**config.mk**
```make
export PLATFORM = sky130hd
export DESIGN_NAME = acf_classifier
export DESIGN_NICKNAME = d
export VERILOG_FILES = /design/src/hdl/acf_classifier.v /design/src/hdl/acf_counter.v /design/src/hdl/acf_entry.v
export VERILOG_INCLUDE_DIRS = /design/src /design/src/inc
export SDC_FILE = /design/constraint.sdc
export NUM_CORES = 2
export LEC_CHECK = 0
export ABC_AREA = 0
export BUFFER_PORTS_ARGS = -buffer_cell sky130_fd_sc_hd__buf_2
export CAP_MARGIN = 0
export CORE_ASPECT_RATIO = 0.8
export CORE_MARGIN = 3
export CORE_UTILIZATION = 30
export CTS_BUF_LIST = sky130_fd_sc_hd__clkbuf_4
export CTS_CLUSTER_SIZE = 30
export DETAILED_ROUTE_END_ITERATION = 10
export GPL_TIMING_DRIVEN = 1
export PLACE_DENSITY = 0.49
export REMOVE_ABC_BUFFERS = 1
export SLEW_MARGIN = 5
export SYNTH_ARGS = -nofsm -noshare
export SYNTH_HDL_FRONTEND = slang
export SYNTH_HIERARCHICAL = 1
export SYNTH_SLANG_ARGS = --single-unit
```
**constraint.sdc**
```tcl
create_clock -name clk -period 5.4 [get_ports clk]
set_input_delay 1.08 -clock clk [delete_from_list [all_inputs] [get_ports clk]]
set_output_delay 1.08 -clock clk [all_outputs]
set_load 0.02 [all_outputs]
```
**src/inc/acf_regs.vh**
```
/*
 * Register map, field positions, reset values and frame constants of the
 * access-control frame classifier.
 * Assumes byte addresses on a 32-bit AXI4-Lite bus, one register per word.
 */
`ifndef ACF_REGS_VH
`define ACF_REGS_VH

////////////////////////////////////////////////////////////////////////////
// Global registers.
`define ACF_OFF_CTRL 12'h000
`define ACF_OFF_STATUS 12'h004
`define ACF_OFF_FRAMES 12'h008
`define ACF_CTRL_EN 0
`define ACF_CTRL_CLRALL 1
`define ACF_CTRL_RST 32'h00000001

////////////////////////////////////////////////////////////////////////////
// Entry windows: base plus entry index times stride, word offsets below.
`define ACF_ENT_PAGE 4'h1
`define ACF_EOFF_CTRL 3'h0
`define ACF_EOFF_ACT 3'h1
`define ACF_EOFF_POL 3'h2
`define ACF_EOFF_SALO 3'h3
`define ACF_EOFF_SAHI 3'h4
`define ACF_EOFF_DALO 3'h5
`define ACF_EOFF_DAHI 3'h6
`define ACF_EOFF_CNT 3'h7

////////////////////////////////////////////////////////////////////////////
// Entry control word fields.
`define ACF_F_VALID 0
`define ACF_F_CLASS_LO 1
`define ACF_F_CLASS_HI 3
`define ACF_F_DENY 4
`define ACF_F_MIRROR 5
`define ACF_F_LOG 6
`define ACF_F_SHUT 7
`define ACF_F_PORTSPEC 8
`define ACF_F_PORT_LO 9
`define ACF_F_SMACSPEC 14
`define ACF_F_DMODE_LO 15
`define ACF_F_DMODE_HI 17
`define ACF_F_POLSPEC 18

// Entry action word fields.
`define ACF_A_RATEEN 0
`define ACF_A_RATEID_LO 1
`define ACF_A_RATEID_HI 4
`define ACF_A_SPOLEN 5
`define ACF_A_SPOLID_LO 6
`define ACF_A_SPOLID_HI 13
`define ACF_A_REDIREN 14
`define ACF_A_REDIR_LO 15

////////////////////////////////////////////////////////////////////////////
// Frame classes and destination address modes.
`define ACF_CLS_ANY 3'h0
`define ACF_CLS_ETYPE 3'h1
`define ACF_CLS_ARP 3'h2
`define ACF_CLS_IPV4 3'h3
`define ACF_CLS_IPV6 3'h4
`define ACF_DM_ANY 3'h0
`define ACF_DM_MC 3'h1
`define ACF_DM_BC 3'h2
`define ACF_DM_UC 3'h3
`define ACF_DM_SPEC 3'h4

`define ACF_ETYPE_MIN 16'h0600
`define ACF_ETYPE_ARP 16'h0806
`define ACF_ETYPE_RARP 16'h8035
`define ACF_ETYPE_IPV4 16'h0800
`define ACF_ETYPE_IPV6 16'h86DD
`define ACF_LEN_LIMIT 16'h05EE
`define ACF_RESP_OK 2'h0
`define ACF_RESP_ERR 2'h2

`endif

```
**src/hdl/acf_classifier.v**
```verilog
/*
 * Access-control frame classifier: a table of entries matched against
 * frame headers from the ingress datapath, with per-entry actions and hit
 * counters, configured over AXI4-Lite.
 * Assumes frame header fields come from logic on clk, one frame per
 * frmValid pulse, and that the forwarding pipeline takes the registered
 * result one cycle later.
 */
// The placing of the registers and the AXI4-Lite interface to the registers were decided locally.

// How it works
// RULE_01 - Ethernet-type class matches only length/type at least 0x0600.
// RULE_02 - ARP class matches only ARP; ARP never hits Ethernet-type class.
// RULE_03 - IPv4 class matches only IPv4; never hits Ethernet-type class.
// RULE_04 - IPv6 class matches only IPv6; never hits Ethernet-type class.
// RULE_05 - A deny entry drops the frame.
// RULE_06 - A permit entry forwards the frame with its other operations.
// RULE_07 - An entry selects no rate limiter or one of sixteen.
// RULE_08 - Policer off by default; never enabled together with rate limiter.
// RULE_09 - An enabled policer references one identifier from 1 to 256.
// RULE_10 - Redirect to an in-range port; disabled leaves forwarding alone.
// RULE_11 - Mirroring copies matched frames; disabled after reset.
// RULE_12 - Logging reports matched frames shorter than 1518 bytes only.
// RULE_13 - Shutdown disables the port the matching frame arrived on.
// RULE_14 - Shutdown acts only for frames shorter than 1518 bytes.
// RULE_15 - Each entry counts every frame that matches it; the code counts only for the first matching entry, while enabled.
// RULE_16 - Source address criterion applies only to Ethernet-type or ARP.
// RULE_17 - Source don't-care matches all; specific needs equal address.
// RULE_18 - Destination don't-care, multicast, broadcast or unicast category.
// RULE_19 - Specific destination matches only the exact 48-bit address.
// RULE_20 - Entry applies to any ingress port or one selected port.
// RULE_21 - Specific policy compares 8-bit policy number under 8-bit mask.
// RULE_22 - First matching entry in list order decides the actions.
// RULE_23 - Unmatched frames forward normally, no action, no counter.
`include "acf_regs.vh"

module acf_classifier #(
    parameter NUM_ENT = 8,
    parameter PORT_W = 5,
    parameter NUM_PORTS = 28
) (
    input wire clk,
    input wire arst_n,
    input wire ce,
    input wire [11:0] s_axi_awaddr,
    input wire s_axi_awvalid,
    output reg s_axi_awready,
    input wire [31:0] s_axi_wdata,
    input wire [3:0] s_axi_wstrb,
    input wire s_axi_wvalid,
    output reg s_axi_wready,
    output reg [1:0] s_axi_bresp,
    output reg s_axi_bvalid,
    input wire s_axi_bready,
    input wire [11:0] s_axi_araddr,
    input wire s_axi_arvalid,
    output reg s_axi_arready,
    output reg [31:0] s_axi_rdata,
    output reg [1:0] s_axi_rresp,
    output reg s_axi_rvalid,
    input wire s_axi_rready,
    input wire frmValid,
    input wire [PORT_W-1:0] frmPort,
    input wire [7:0] frmPolicy,
    input wire [15:0] frmEtype,
    input wire [47:0] frmDa,
    input wire [47:0] frmSa,
    input wire [15:0] frmLen,
    output reg resValid,
    output reg resHit,
    output reg [2:0] resEntry,
    output reg resDrop,
    output reg resRateEn,
    output reg [3:0] resRateId,
    output reg resSpolEn,
    output reg [7:0] resSpolId,
    output reg resRedirEn,
    output reg [PORT_W-1:0] resRedirPort,
    output reg resMirror,
    output reg resLog,
    output reg resShutdown,
    output reg [PORT_W-1:0] resShutPort
);

    reg [31:0] ctrl_q;
    reg [31:0] frames_q;
    reg [31:0] status_q;
    reg [11:0] awAddr_q;
    reg [31:0] wData_q;
    reg [3:0] wStrb_q;
    wire [NUM_ENT-1:0] matchVec;
    wire [NUM_ENT*32-1:0] ctrlFlat;
    wire [NUM_ENT*32-1:0] actFlat;
    wire [NUM_ENT*32-1:0] rdFlat;
    wire [NUM_ENT*32-1:0] cntFlat;
    reg wrFire;
    reg wrEntHit;
    reg wrGlobal;
    reg [2:0] wrEnt;
    reg rdEntHit;
    reg [2:0] rdEnt;
    reg [31:0] rdWord;
    reg rdOk;
    reg hit;
    reg [2:0] hitIdx;
    reg [31:0] hitCtrl;
    reg [31:0] hitAct;
    reg shortFrm;
    integer k;

    ////////////////////////////////////////////////////////////////////////
    // Write channel: address and data are taken in either order.
    always @*
    begin
        wrFire = !s_axi_awready && !s_axi_wready && !s_axi_bvalid;
        wrEnt = awAddr_q[7:5];
        wrEntHit = (awAddr_q[11:8] == `ACF_ENT_PAGE) &&
            ({29'h00000000, wrEnt} < NUM_ENT);
        wrGlobal = (awAddr_q == `ACF_OFF_CTRL);
    end

    always @(posedge clk or negedge arst_n)
    begin
        if (!arst_n)
        begin
            s_axi_awready <= 1'b1;
            s_axi_wready <= 1'b1;
            s_axi_bvalid <= 1'b0;
            s_axi_bresp <= `ACF_RESP_OK;
            awAddr_q <= 12'h000;
            wData_q <= 32'h00000000;
            wStrb_q <= 4'h0;
            ctrl_q <= `ACF_CTRL_RST;
        end
        else if (ce)
        begin
            ctrl_q[`ACF_CTRL_CLRALL] <= 1'b0;
            if (s_axi_awvalid && s_axi_awready)
            begin
                awAddr_q <= s_axi_awaddr;
                s_axi_awready <= 1'b0;
            end
            if (s_axi_wvalid && s_axi_wready)
            begin
                wData_q <= s_axi_wdata;
                wStrb_q <= s_axi_wstrb;
                s_axi_wready <= 1'b0;
            end
            if (wrFire)
            begin
                s_axi_bvalid <= 1'b1;
                s_axi_bresp <= (wrEntHit || wrGlobal) ?
                    `ACF_RESP_OK : `ACF_RESP_ERR;
                if (wrGlobal && wStrb_q[0])
                begin
                    ctrl_q <= {30'h00000000, wData_q[1:0]};
                end
            end
            if (s_axi_bvalid && s_axi_bready)
            begin
                s_axi_bvalid <= 1'b0;
                s_axi_awready <= 1'b1;
                s_axi_wready <= 1'b1;
            end
        end
    end

    ////////////////////////////////////////////////////////////////////////
    // Read channel: one cycle from address to data.
    always @*
    begin
        rdEnt = s_axi_araddr[7:5];
        rdEntHit = (s_axi_araddr[11:8] == `ACF_ENT_PAGE) &&
            ({29'h00000000, rdEnt} < NUM_ENT);
        rdOk = 1'b1;
        rdWord = 32'h00000000;
        if (rdEntHit)
        begin
            if (s_axi_araddr[4:2] == `ACF_EOFF_CNT)
            begin
                rdWord = cntFlat[rdEnt*32 +: 32];
            end
            else
            begin
                rdWord = rdFlat[rdEnt*32 +: 32];
            end
        end
        else if (s_axi_araddr == `ACF_OFF_CTRL)
        begin
            rdWord = ctrl_q;
        end
        else if (s_axi_araddr == `ACF_OFF_STATUS)
        begin
            rdWord = status_q;
        end
        else if (s_axi_araddr == `ACF_OFF_FRAMES)
        begin
            rdWord = frames_q;
        end
        else
        begin
            rdOk = 1'b0;
        end
    end

    always @(posedge clk or negedge arst_n)
    begin
        if (!arst_n)
        begin
            s_axi_arready <= 1'b1;
            s_axi_rvalid <= 1'b0;
            s_axi_rdata <= 32'h00000000;
            s_axi_rresp <= `ACF_RESP_OK;
        end
        else if (ce)
        begin
            if (s_axi_arvalid && s_axi_arready)
            begin
                s_axi_arready <= 1'b0;
                s_axi_rvalid <= 1'b1;
                s_axi_rdata <= rdWord;
                s_axi_rresp <= rdOk ? `ACF_RESP_OK : `ACF_RESP_ERR;
            end
            else if (s_axi_rvalid && s_axi_rready)
            begin
                s_axi_rvalid <= 1'b0;
                s_axi_arready <= 1'b1;
            end
        end
    end

    ////////////////////////////////////////////////////////////////////////
    // Entry table with one hit counter per entry.
    genvar g;
    generate
        for (g = 0; g < NUM_ENT; g = g + 1)
        begin : gEnt
            wire cntClr;
            assign cntClr = ctrl_q[`ACF_CTRL_CLRALL] ||
                (wrFire && wrEntHit && wrEnt == g &&
                awAddr_q[4:2] == `ACF_EOFF_CNT);
            acf_entry #(
                .PORT_W(PORT_W)
            ) uEntry (
                .clk(clk),
                .arst_n(arst_n),
                .ce(ce),
                .wrEn(wrFire && wrEntHit && wrEnt == g),
                .wrOff(awAddr_q[4:2]),
                .wrData(wData_q),
                .rdOff(s_axi_araddr[4:2]),
                .rdData(rdFlat[g*32 +: 32]),
                .frmPort(frmPort),
                .frmPolicy(frmPolicy),
                .frmEtype(frmEtype),
                .frmDa(frmDa),
                .frmSa(frmSa),
                .cfgCtrl(ctrlFlat[g*32 +: 32]),
                .cfgAct(actFlat[g*32 +: 32]),
                .match(matchVec[g])
            );
            acf_counter #(
                .W(32)
            ) uCount (
                .clk(clk),
                .arst_n(arst_n),
                .ce(ce),
                .inc(frmValid && ctrl_q[`ACF_CTRL_EN] && hit &&
                    hitIdx == g), // RULE_15
                .clr(cntClr),
                .count(cntFlat[g*32 +: 32])
            );
        end
    endgenerate

    ////////////////////////////////////////////////////////////////////////
    // Lowest-numbered matching entry wins.
    always @*
    begin
        hit = 1'b0;
        hitIdx = 3'h0;
        for (k = NUM_ENT - 1; k >= 0; k = k - 1)
        begin
            if (matchVec[k])
            begin
                hit = 1'b1; // RULE_22
                hitIdx = k[2:0]; // RULE_22
            end
        end
        hitCtrl = ctrlFlat[hitIdx*32 +: 32];
        hitAct = actFlat[hitIdx*32 +: 32];
        shortFrm = frmLen < `ACF_LEN_LIMIT;
    end

    ////////////////////////////////////////////////////////////////////////
    // Registered verdict toward the forwarding pipeline.
    always @(posedge clk or negedge arst_n)
    begin
        if (!arst_n)
        begin
            resValid <= 1'b0;
            resHit <= 1'b0;
            resEntry <= 3'h0;
            resDrop <= 1'b0;
            resRateEn <= 1'b0;
            resRateId <= 4'h0;
            resSpolEn <= 1'b0;
            resSpolId <= 8'h00;
            resRedirEn <= 1'b0;
            resRedirPort <= {PORT_W{1'b0}};
            resMirror <= 1'b0;
            resLog <= 1'b0;
            resShutdown <= 1'b0;
            resShutPort <= {PORT_W{1'b0}};
            frames_q <= 32'h00000000;
            status_q <= 32'h00000000;
        end
        else if (ce)
        begin
            resValid <= frmValid;
            if (frmValid)
            begin
                frames_q <= frames_q + 32'h00000001;
                resHit <= 1'b0; // RULE_23
                resEntry <= 3'h0;
                resDrop <= 1'b0;
                resRateEn <= 1'b0;
                resRateId <= 4'h0;
                resSpolEn <= 1'b0;
                resSpolId <= 8'h00;
                resRedirEn <= 1'b0;
                resRedirPort <= {PORT_W{1'b0}};
                resMirror <= 1'b0;
                resLog <= 1'b0;
                resShutdown <= 1'b0;
                resShutPort <= frmPort;
                if (ctrl_q[`ACF_CTRL_EN] && hit)
                begin
                    status_q <= {28'h0000000, 1'b1, hitIdx};
                    resHit <= 1'b1;
                    resEntry <= hitIdx;
                    resDrop <= hitCtrl[`ACF_F_DENY]; // RULE_05
                    if (!hitCtrl[`ACF_F_DENY]) // RULE_06
                    begin
                        resRateEn <= hitAct[`ACF_A_RATEEN]; // RULE_07
                        resRateId <= hitAct[`ACF_A_RATEID_HI:
                            `ACF_A_RATEID_LO]; // RULE_07
                        resSpolEn <= hitAct[`ACF_A_SPOLEN] &&
                            !hitAct[`ACF_A_RATEEN]; // RULE_08
                        resSpolId <= hitAct[`ACF_A_SPOLID_HI:
                            `ACF_A_SPOLID_LO]; // RULE_09
                        resRedirEn <= hitAct[`ACF_A_REDIREN] &&
                            ({{(32-PORT_W){1'b0}},
                            hitAct[`ACF_A_REDIR_LO+PORT_W-1:
                            `ACF_A_REDIR_LO]} < NUM_PORTS); // RULE_10
                        resRedirPort <= hitAct[`ACF_A_REDIR_LO+PORT_W-1:
                            `ACF_A_REDIR_LO]; // RULE_10
                        resMirror <= hitCtrl[`ACF_F_MIRROR]; // RULE_11
                    end
                    resLog <= hitCtrl[`ACF_F_LOG] && shortFrm; // RULE_12
                    resShutdown <= hitCtrl[`ACF_F_SHUT] &&
                        shortFrm; // RULE_14
                    resShutPort <= frmPort; // RULE_13
                end
            end
        end
    end

endmodule // acf_classifier

```
**src/hdl/acf_counter.v**
```verilog
/*
 * Hit counter of one entry with software clear.
 * Assumes inc and clr are single-cycle strobes on clk.
 */
module acf_counter #(
    parameter W = 32
) (
    input wire clk,
    input wire arst_n,
    input wire ce,
    input wire inc,
    input wire clr,
    output reg [W-1:0] count
);

    // An increment in the clearing cycle survives the clear.
    always @(posedge clk or negedge arst_n)
    begin
        if (!arst_n)
        begin
            count <= {W{1'b0}};
        end
        else if (ce)
        begin
            if (clr)
            begin
                count <= {{(W-1){1'b0}}, inc};
            end
            else if (inc)
            begin
                count <= count + {{(W-1){1'b0}}, 1'b1}; // RULE_15
            end
        end
    end

endmodule // acf_counter

```
**src/hdl/acf_entry.v**
```verilog
/*
 * Configuration and match logic of one access control entry.
 * Assumes frame fields are stable on clk while frmValid is high.
 */
`include "acf_regs.vh"

module acf_entry #(
    parameter PORT_W = 5
) (
    input wire clk,
    input wire arst_n,
    input wire ce,
    input wire wrEn,
    input wire [2:0] wrOff,
    input wire [31:0] wrData,
    input wire [2:0] rdOff,
    output reg [31:0] rdData,
    input wire [PORT_W-1:0] frmPort,
    input wire [7:0] frmPolicy,
    input wire [15:0] frmEtype,
    input wire [47:0] frmDa,
    input wire [47:0] frmSa,
    output wire [31:0] cfgCtrl,
    output wire [31:0] cfgAct,
    output reg match
);

    reg [31:0] ctrl_q;
    reg [31:0] act_q;
    reg [15:0] pol_q;
    reg [31:0] saLo_q;
    reg [15:0] saHi_q;
    reg [31:0] daLo_q;
    reg [15:0] daHi_q;
    reg [31:0] actWr;
    reg isArp;
    reg isV4;
    reg isV6;
    reg isEth;
    reg clsOk;
    reg saOk;
    reg daOk;
    reg portOk;
    reg polOk;
    reg daBc;
    reg daMc;
    reg [2:0] cls;

    assign cfgCtrl = ctrl_q;
    assign cfgAct = act_q;

    ////////////////////////////////////////////////////////////////////////
    // Configuration registers; the policer is off after reset.
    always @*
    begin
        actWr = wrData;
        if (wrData[`ACF_A_RATEEN])
        begin
            actWr[`ACF_A_SPOLEN] = 1'b0; // RULE_08
        end
    end

    always @(posedge clk or negedge arst_n)
    begin
        if (!arst_n)
        begin
            ctrl_q <= 32'h00000000;
            act_q <= 32'h00000000; // RULE_08
            pol_q <= 16'h0000;
            saLo_q <= 32'h00000000;
            saHi_q <= 16'h0000;
            daLo_q <= 32'h00000000;
            daHi_q <= 16'h0000;
        end
        else if (ce && wrEn)
        begin
            case (wrOff)
                `ACF_EOFF_CTRL: ctrl_q <= wrData;
                `ACF_EOFF_ACT: act_q <= actWr;
                `ACF_EOFF_POL: pol_q <= wrData[15:0];
                `ACF_EOFF_SALO: saLo_q <= wrData;
                `ACF_EOFF_SAHI: saHi_q <= wrData[15:0];
                `ACF_EOFF_DALO: daLo_q <= wrData;
                `ACF_EOFF_DAHI: daHi_q <= wrData[15:0];
                default: ctrl_q <= ctrl_q;
            endcase
        end
    end

    always @*
    begin
        case (rdOff)
            `ACF_EOFF_CTRL: rdData = ctrl_q;
            `ACF_EOFF_ACT: rdData = act_q;
            `ACF_EOFF_POL: rdData = {16'h0000, pol_q};
            `ACF_EOFF_SALO: rdData = saLo_q;
            `ACF_EOFF_SAHI: rdData = {16'h0000, saHi_q};
            `ACF_EOFF_DALO: rdData = daLo_q;
            `ACF_EOFF_DAHI: rdData = {16'h0000, daHi_q};
            default: rdData = 32'h00000000;
        endcase
    end

    ////////////////////////////////////////////////////////////////////////
    // Match criteria.
    always @*
    begin
        cls = ctrl_q[`ACF_F_CLASS_HI:`ACF_F_CLASS_LO];
        isArp = (frmEtype == `ACF_ETYPE_ARP) ||
            (frmEtype == `ACF_ETYPE_RARP);
        isV4 = frmEtype == `ACF_ETYPE_IPV4;
        isV6 = frmEtype == `ACF_ETYPE_IPV6;
        isEth = (frmEtype >= `ACF_ETYPE_MIN) && !isArp && !isV4 && !isV6;
        case (cls)
            `ACF_CLS_ANY: clsOk = 1'b1;
            `ACF_CLS_ETYPE: clsOk = isEth; // RULE_01
            `ACF_CLS_ARP: clsOk = isArp; // RULE_02
            `ACF_CLS_IPV4: clsOk = isV4; // RULE_03
            `ACF_CLS_IPV6: clsOk = isV6; // RULE_04
            default: clsOk = 1'b0;
        endcase
        saOk = 1'b1;
        if ((cls == `ACF_CLS_ETYPE || cls == `ACF_CLS_ARP) && // RULE_16
            ctrl_q[`ACF_F_SMACSPEC])
        begin
            saOk = frmSa == {saHi_q, saLo_q}; // RULE_17
        end
        daBc = &frmDa;
        daMc = frmDa[40] && !daBc;
        case (ctrl_q[`ACF_F_DMODE_HI:`ACF_F_DMODE_LO])
            `ACF_DM_ANY: daOk = 1'b1; // RULE_18
            `ACF_DM_MC: daOk = daMc; // RULE_18
            `ACF_DM_BC: daOk = daBc; // RULE_18
            `ACF_DM_UC: daOk = !frmDa[40]; // RULE_18
            `ACF_DM_SPEC: daOk = frmDa == {daHi_q, daLo_q}; // RULE_19
            default: daOk = 1'b0;
        endcase
        portOk = !ctrl_q[`ACF_F_PORTSPEC] || // RULE_20
            (frmPort == ctrl_q[`ACF_F_PORT_LO+PORT_W-1:`ACF_F_PORT_LO]);
        polOk = !ctrl_q[`ACF_F_POLSPEC] ||
            (((frmPolicy ^ pol_q[7:0]) & pol_q[15:8]) == 8'h00); // RULE_21
        match = ctrl_q[`ACF_F_VALID] && clsOk && saOk && daOk &&
            portOk && polOk;
    end

endmodule // acf_entry

```
After elaboration in Yosys (flattened, before gate mapping)
Index checks and enable logic that the tools add are counted.
{"block": "classes", "n_eq_ne": 124, "bitwise": 16, "n_addsub": 9, "reduce_logical": 277, "n_shift": 4, "magnitude_cmp": 3, "mux": 107}
{"cell": "$pmux W32 S7", "count": 8}
{"cell": "$eq A48 B48 Y1", "count": 16}
{"cell": "$mux W32", "count": 21}
{"cell": "$shiftx A256 B9 Y32", "count": 2}
{"cell": "$add A32 B1 Y32 const B", "count": 9}
{"cell": "$shiftx A256 B9 Y20", "count": 1}
{"cell": "$shiftx A256 B9 Y8", "count": 1}
{"cell": "$reduce_and A2 Y1", "count": 73}
{"cell": "$eq A3 B2 Y1 const B", "count": 40}
{"cell": "$logic_and A1 B1 Y1", "count": 100}
{"cell": "$eq A3 B3 Y1 const B", "count": 32}
{"cell": "$pmux W1 S5", "count": 16}
{"cell": "$and A8 B8 Y8", "count": 8}
{"cell": "$logic_not A8 Y1", "count": 8}
{"cell": "$xor A8 B8 Y8", "count": 8}
{"cell": "$eq A3 B1 Y1 const B", "count": 20}
{"cell": "$logic_not A3 Y1", "count": 20}
{"cell": "$reduce_and A48 Y1", "count": 1}
{"cell": "$mux W1", "count": 43}
{"cell": "$eq A5 B5 Y1", "count": 8}
{"cell": "$logic_or A1 B1 Y1", "count": 34}
{"cell": "$eq A16 B12 Y1 const B", "count": 2}
{"cell": "$eq A16 B16 Y1 const B", "count": 2}
{"cell": "$mux W3", "count": 9}
{"cell": "14 further kinds", "count": 58}
{"block": "word_totals", "word_cells": 633, "register_bits": 1822, "input_bits": 210, "output_inout_bits": 75}

Longest topological paths before layout
{"block": "logic_depth", "depth_word": 25, "depth_mapped": 19, "mapped_depth_nobuf": 15}

By module
The synthesis kept the hierarchy.
{"mod": "acf_entry (gEnt[0].uEntry ...)", "n_inst": 6, "area_each_um2": 9497.9, "seq_area_each_um2": 4404.2, "cells_per_inst": 807}
{"mod": "acf_counter", "n_inst": 8, "area_each_um2": 1756.7, "seq_area_each_um2": 800.8, "cells_per_inst": 180}
{"mod": "acf_classifier", "n_inst": 1, "area_each_um2": 12067.8, "seq_area_each_um2": 3908.7, "cells_per_inst": 1023}
{"mod": "acf_entry (gEnt[7].uEntry)", "n_inst": 1, "area_each_um2": 9480.3, "seq_area_each_um2": 4404.2, "cells_per_inst": 804}
{"mod": "acf_entry (gEnt[6].uEntry)", "n_inst": 1, "area_each_um2": 9345.2, "seq_area_each_um2": 4404.2, "cells_per_inst": 773}

Worst setup path after synthesis
Ideal clock, no wire load.
{"block": "synth_timing", "path_kind": "input-to-reg", "start": "input port frmEtype[8]", "end": "register gEnt[2].uCount.count[25]", "path_stages": 18, "t_arrival_ns": 4.882, "slack_ns": 0.386, "setup_ns": 0.132, "t_required_ns": 5.268, "path_buffers": 3, "cell_sequence": "or4_4 or3_4 a21o_1 nor3b_1 a211o_1 o211a_1 and2b_1 o211ai_4 nand3_4 buf_2 nor2_1 buf_6 o211ai_4 or3_1 buf_6 nor4_4 xnor2_1 nor2_1"}
{"block": "synth_via", "elab_chain_len": 24}
{"item": "start, declared", "line_no": "acf_classifier.v:65", "source": "input wire [15:0] frmEtype,"}
{"item": "parallel branches: the longest is 6 deep, another holds $ge A16 B11 Y1"}
{"item": "$pmux W1 S5 (*)", "line_no": "acf_entry.v:114", "source": "case (cls)"}
{"item": "$logic_and A1 B1 Y1 (*) (5 in a row)", "line_no": "acf_entry.v:142", "source": "match = ctrl_q[`ACF_F_VALID] && clsOk && saOk && daOk &&"}
{"item": "named net matchVec[7]", "line_no": "acf_classifier.v:91", "source": "wire [NUM_ENT-1:0] matchVec;"}
{"item": "$mux W3 / $mux W1 (equally long branches) (8 in a row)", "line_no": "acf_classifier.v:284", "source": "if (matchVec[k])"}
{"item": "$eq A3 B2 Y1 / $logic_and A1 B1 Y1 (equally long branches)", "line_no": "acf_classifier.v:269, acf_classifier.v:268"}
{"item": "$logic_and A1 B1 Y1 (*)", "line_no": "acf_classifier.v:268", "source": ".inc(frmValid && ctrl_q[`ACF_CTRL_EN] && hit &&"}
{"item": "$reduce_bool A2 Y1 (no source line) (*)"}
{"item": "$reduce_and A2 Y1 (no source line) (*)"}
{"item": "end signal, assigned", "line_no": "acf_counter.v:21", "source": "count <= {W{1'b0}};"}
{"item": "end signal, assigned", "line_no": "acf_counter.v:27", "source": "count <= {{(W-1){1'b0}}, inc};"}
{"item": "end signal, assigned", "line_no": "acf_counter.v:31", "source": "count <= count + {{(W-1){1'b0}}, 1'b1};"}
{"item": "end, declared", "line_no": "acf_counter.v:13", "source": "output reg [W-1:0] count"}
Mark *: on every way through the listed nets, which the timed path passes.
A chain may end at the register's enable or synchronous reset.

Worst setup path in the final report
{"block": "layout_timing", "start": "register gEnt[4].uEntry.saLo_q[11]", "end": "register gEnt[5].uCount.count[31]"}
{"block": "layout_via", "elab_chain_len": 15}
{"item": "start, declared", "line_no": "acf_entry.v:31", "source": "reg [31:0] saLo_q;"}
{"item": "start signal, assigned", "line_no": "acf_entry.v:81", "source": "`ACF_EOFF_SALO: saLo_q <= wrData;"}
{"item": "$eq A48 B48 Y1 (*)", "line_no": "acf_entry.v:126", "source": "saOk = frmSa == {saHi_q, saLo_q};"}
{"item": "$mux W1 (*)", "line_no": "acf_entry.v:123", "source": "if ((cls == `ACF_CLS_ETYPE || cls == `ACF_CLS_ARP) &&"}
{"item": "$logic_and A1 B1 Y1 (*) (4 in a row)", "line_no": "acf_entry.v:142"}
{"item": "named net matchVec[4]", "line_no": "acf_classifier.v:91"}
{"item": "$mux W3 / $mux W1 (equally long branches) (5 in a row)", "line_no": "acf_classifier.v:284"}
{"item": "$eq A3 B3 Y1 / $logic_and A1 B1 Y1 (equally long branches)", "line_no": "acf_classifier.v:269, acf_classifier.v:268"}
{"item": "$logic_and A1 B1 Y1 (*)", "line_no": "acf_classifier.v:268"}
{"item": "$reduce_bool A2 Y1 (no source line) (*)"}
{"item": "$reduce_and A2 Y1 (no source line) (*)"}
{"item": "end signal, assigned", "line_no": "acf_counter.v:21"}
{"item": "end signal, assigned", "line_no": "acf_counter.v:27"}
{"item": "end signal, assigned", "line_no": "acf_counter.v:31"}
{"item": "end, declared", "line_no": "acf_counter.v:13"}
Mark *: on every way through the listed nets, which the timed path passes. The rest lies on a longest branch.

==> metrics.md <==
| Metric | Value |
|---|---|
| FF-to-FF path depth | `20` |
| Clk buf depth | `4` |
| Max-slew headroom | `0.688%` |
| Power, Total | `38800 uW` |
| Pwr dens | `309 nW/um2` |
| Critical path class | `reg -> reg` |
| Final slew viol count | `0` |
| Dpl hpwl | `455000 um` |
| # clock sinks | `1820` |
| Reg2reg end | `gEnt[5].uCount/count[31]` |
| Total global-route track usage | `33.5%` |
| CTS tree | `yes` |
| Mapped Avg Cell Area | `11.5 um2` |
| Register area | `45600 um2` |
| Critical path required time | `6.71 ns` |
| Vias/cell | `5.95` |
| Placer Congestion | `1.05` |
| Depth of the CTS H-tree | `6` |
| Register area share after synthesis | `44.7%` |
| Initial antenna violation count | `117` |
| Worst vdd ir | `0.536 mV` |
| Measured slew at the worst slew-check pin | `1.47 ns` |
| Clock Root Buffer | `clkbuf_4` |
| Period minus WS final | `5.37 ns` |
| Vias after detailed routing | `91241` |
| I/O pin count | `285` |
| Initial DRC count | `12653` |
| Max-cap check violation count | `1` |
| Core area | `337000 um2` |
| Hold path depth | `5` |
| CP arrival | `6.68 ns` |
| Synth async-reset ratio | `100%` |
| Mapped cell area | `102000 um2` |
| Clock Skew | `0.128 ns` |
| Drt first pass iters | `7` |
| Final nets | `10583` |
| Hold Path Sink | `resLog` |
| Worst Path Max Fanout | `4` |
| Number of global-route vias before repair | `87553` |
| Fin crit share | `99.5%` |
| Critical path launch point type | `flop` |
| Worst r2r src | `gEnt[4].uEntry/saLo_q[11]` |
| Fin. Hold Viols | `0` |
| Fill cells | `33661` |
| Failing checks | `max-capacitance violations` |
| Share of layout cells above drive strength 1 | `38.0%` |
| First-pass GRT wire length | `790000 um` |
| R2r setup slk | `0.03 ns` |
| Count of input and output buffers | `278` |
| Post-route DRC | `0` |
| Placement row count | `190` |
| Routed wire length | `598000 um` |
| CP Capture Type | `flop` |
| Die width | `658 um` |
| Endpoints failing setup | `0` |
| Synth cell types | `95` |
| Setup bufs post-CTS | `0` |
| Avg WL per Cell | `39.0 um` |
| Total global routing overflow | `0` |
| Setup TNS | `0 ns` |
| Chip height | `527 um` |
| Cell count after synthesis | `8882` |
| Pin count of the biggest net entering global routing | `132` |
| Worst-Skew Late Latency | `1.44 ns` |
| Area of the multi-input gates | `54200 um2` |
| Worst hold start | `frmLen[14]` |
| #FFs+latches synth | `1820` |
| Utilization after layout | `37.3%` |
| Worst-path clk slew | `0.06 ns` |
| Post-synth EDFFs | `0` |
| P&R area growth vs syn | `23.0%` |
| Primary FF master, synth | `dfrtp_1` |
| RSZ-0062 raised after global routing | `false` |
| Initial Util | `30.3%` |
| Class of the worst hold path | `in -> reg` |
| Crit path launch | `gEnt[4].uEntry/saLo_q[11]` |
| Leakage | `0.0571 uW` |
| Fmax | `186 MHz` |
| Syn. warnings | `6` |
| Die ar. | `347000 um2` |
| Outcome | `finished, violations left` |
| Detail Route Antenna Nets | `0` |
| Final hold slack | `0.213 ns` |
| Cts bufs inserted | `536` |
critical path, stage by stage (launching register included):
cell	delay (ns)
dfrtp_1	0.40
xnor2_1	0.40
buf_4	0.19
nand4_1	0.17
nor4_1	0.31
nand3_1	0.32
buf_4	0.25
a221oi_1	0.27
buf_4	0.19
o311a_1	0.24
nor4_4	0.06
or3_1	0.35
buf_4	0.19
nor2_2	0.39
buf_4	0.29
o211ai_4	0.09
buf_4	0.17
nor3_4	0.24
nand4_1	0.21
or3_1	0.41
a21oi_1	0.16
kinds of logic (layout without fill, tap and decap cells):
family,after synthesis,in the layout,synth area share (%)
compound gates,1216,1216,7.98
xor+xnor,1095,1095,9.41
fa+ha+maj,9,9,0.110
buf+inv,531,2379,2.46
flops,1820,1820,44.7
mux,1957,1957,23.3
other cells,1,84,0.00368
simple gates,2253,2253,12.1
cell usage in the layout, fill, tap and decap left out, types with 25 or more instances in the layout:
cell type,Yosys,routed
nand3_1,205,201
nor3_1,98,96
xnor2_1,735,734
clkinv_1,0,69
mux2i_1,253,253
and2_1,38,38
xor2_1,360,360
nand2b_1,38,38
o21ai_0,308,305
nand2_1,440,432
o221ai_1,35,35
inv_1,69,69
mux4_2,180,180
diode_2,0,82
a22oi_1,194,194
nor2b_1,58,57
a221o_1,40,40
buf_4,46,863
a21oi_1,296,296
mux2_2,1475,1475
o21a_1,25,25
o211ai_1,28,28
buf_2,158,272
o22ai_1,54,53
dfrtp_1,1816,1797
a22o_1,61,61
dlygate4sd3_1,0,52
and3_1,50,42
buf_12,0,213
mux2_1,49,49
nor4_4,26,27
clkbuf_4,0,785
nor4_1,122,117
or3_1,50,50
nand4_1,383,383
nor2_1,560,547
metal layers:
metal  part of all wire (%)  wire length [um]  track usage [%]  vias up
met2                     40            238000             45.8     6171
met1                     41            246000             44.7    47542
met4                    6.3             37700             18.5       48
met5                  0.052               311                0        -
met3                     13             75800             13.1     1296
li1                       -                 -                -    36184
report_power, final:
| group | leakage (uW) | internal (uW) | total [uW] | switching [uW] |
|---|---|---|---|---|
| Clock | 0.00408 | 7480 | 14300 | 6800 |
| Sequential | 0.0251 | 14200 | 15600 | 1390 |
| Combinational | 0.0279 | 2380 | 8870 | 6490 |
| Total | 0.0571 | 24100 | 38800 | 14700 |
final cells by class:
type / count / share of cell area (%)
Tap cell: 4512 / 4.50
Clock inverter: 120 / 0.790
Antenna cell: 82 / 0.164
Timing Repair Buffer: 1405 / 10.1
Inverter: 69 / 0.206
Sequential cell: 1820 / 36.3
Multi-Input combinational cell: 6532 / 43.2
Clock buffer: 785 / 4.70
synthesized netlist by cell type (35+ instances only):
library cell | instances | area (um2)
a22o_1 | 61 | 534
o21ai_0 | 308 | 1540
o22ai_1 | 54 | 338
a21oi_1 | 296 | 1480
clkbuf_1 | 156 | 586
nor2_1 | 560 | 2100
xnor2_1 | 735 | 6440
inv_1 | 69 | 259
dfrtp_1 | 1816 | 45400
nor2b_1 | 58 | 363
a22oi_1 | 194 | 1460
mux4_2 | 180 | 4050
and2_1 | 38 | 238
nor3_1 | 98 | 490
and3_1 | 50 | 313
xor2_1 | 360 | 3150
or3_1 | 50 | 313
o221ai_1 | 35 | 307
mux2_1 | 49 | 552
buf_4 | 46 | 345
a221o_1 | 40 | 400
nand4_1 | 383 | 2400
nand2b_1 | 38 | 238
buf_1 | 82 | 308
mux2_2 | 1475 | 16600
nand2_1 | 440 | 1650
mux2i_1 | 253 | 2530
buf_2 | 158 | 791
nand3_1 | 205 | 1030
nor4_1 | 122 | 763
worst max path at each step:
stage / depth (start not counted) / slack (ns) / end
2_1_floorplan: 5 / -0.52 / s_axi_rdata[0]
3_3_place_gp: 24 / -1.79 / gEnt[6].uCount/count[25]
3_5_place_dp: 24 / -1.38 / gEnt[6].uCount/count[25]
4_1_cts: 21 / 0.06 / gEnt[7].uCount/count[31]
5_1_grt: 23 / 0.02 / gEnt[7].uCount/count[31]
6_report: 20 / 0.03 / gEnt[5].uCount/count[31]
state kept, by name (all words and copies together) (netlist names), 128 cells and up:
register,count
gEnt.uEntry/cfgCtrl,256
gEnt.uEntry/saLo_q,256
gEnt.uEntry/pol_q,128
gEnt.uEntry/daLo_q,256
gEnt.uCount/count,256
gEnt.uEntry/daHi_q,128
gEnt.uEntry/saHi_q,128
gEnt.uEntry/cfgAct,256
timing repair:
item                                    CTS  global route
endpoints found under the setup margin   44            21
endpoints found under the hold margin   115             0
hold buffers                             52             0
gates resized for setup                   5             4
per-stage QoR:
step           cell area, um2  setup slack [ns]  std cells
3_5_place_dp           118000             -1.38      14285
5_1_grt                125000            0.0169      15246
6_report               125000            0.0280      15325
4_1_cts                125000            0.0644      15242
3_3_place_gp           118000             -1.79      14285
2_1_floorplan           99700            -0.520       8421
Power figures use the tool's default switching activity.
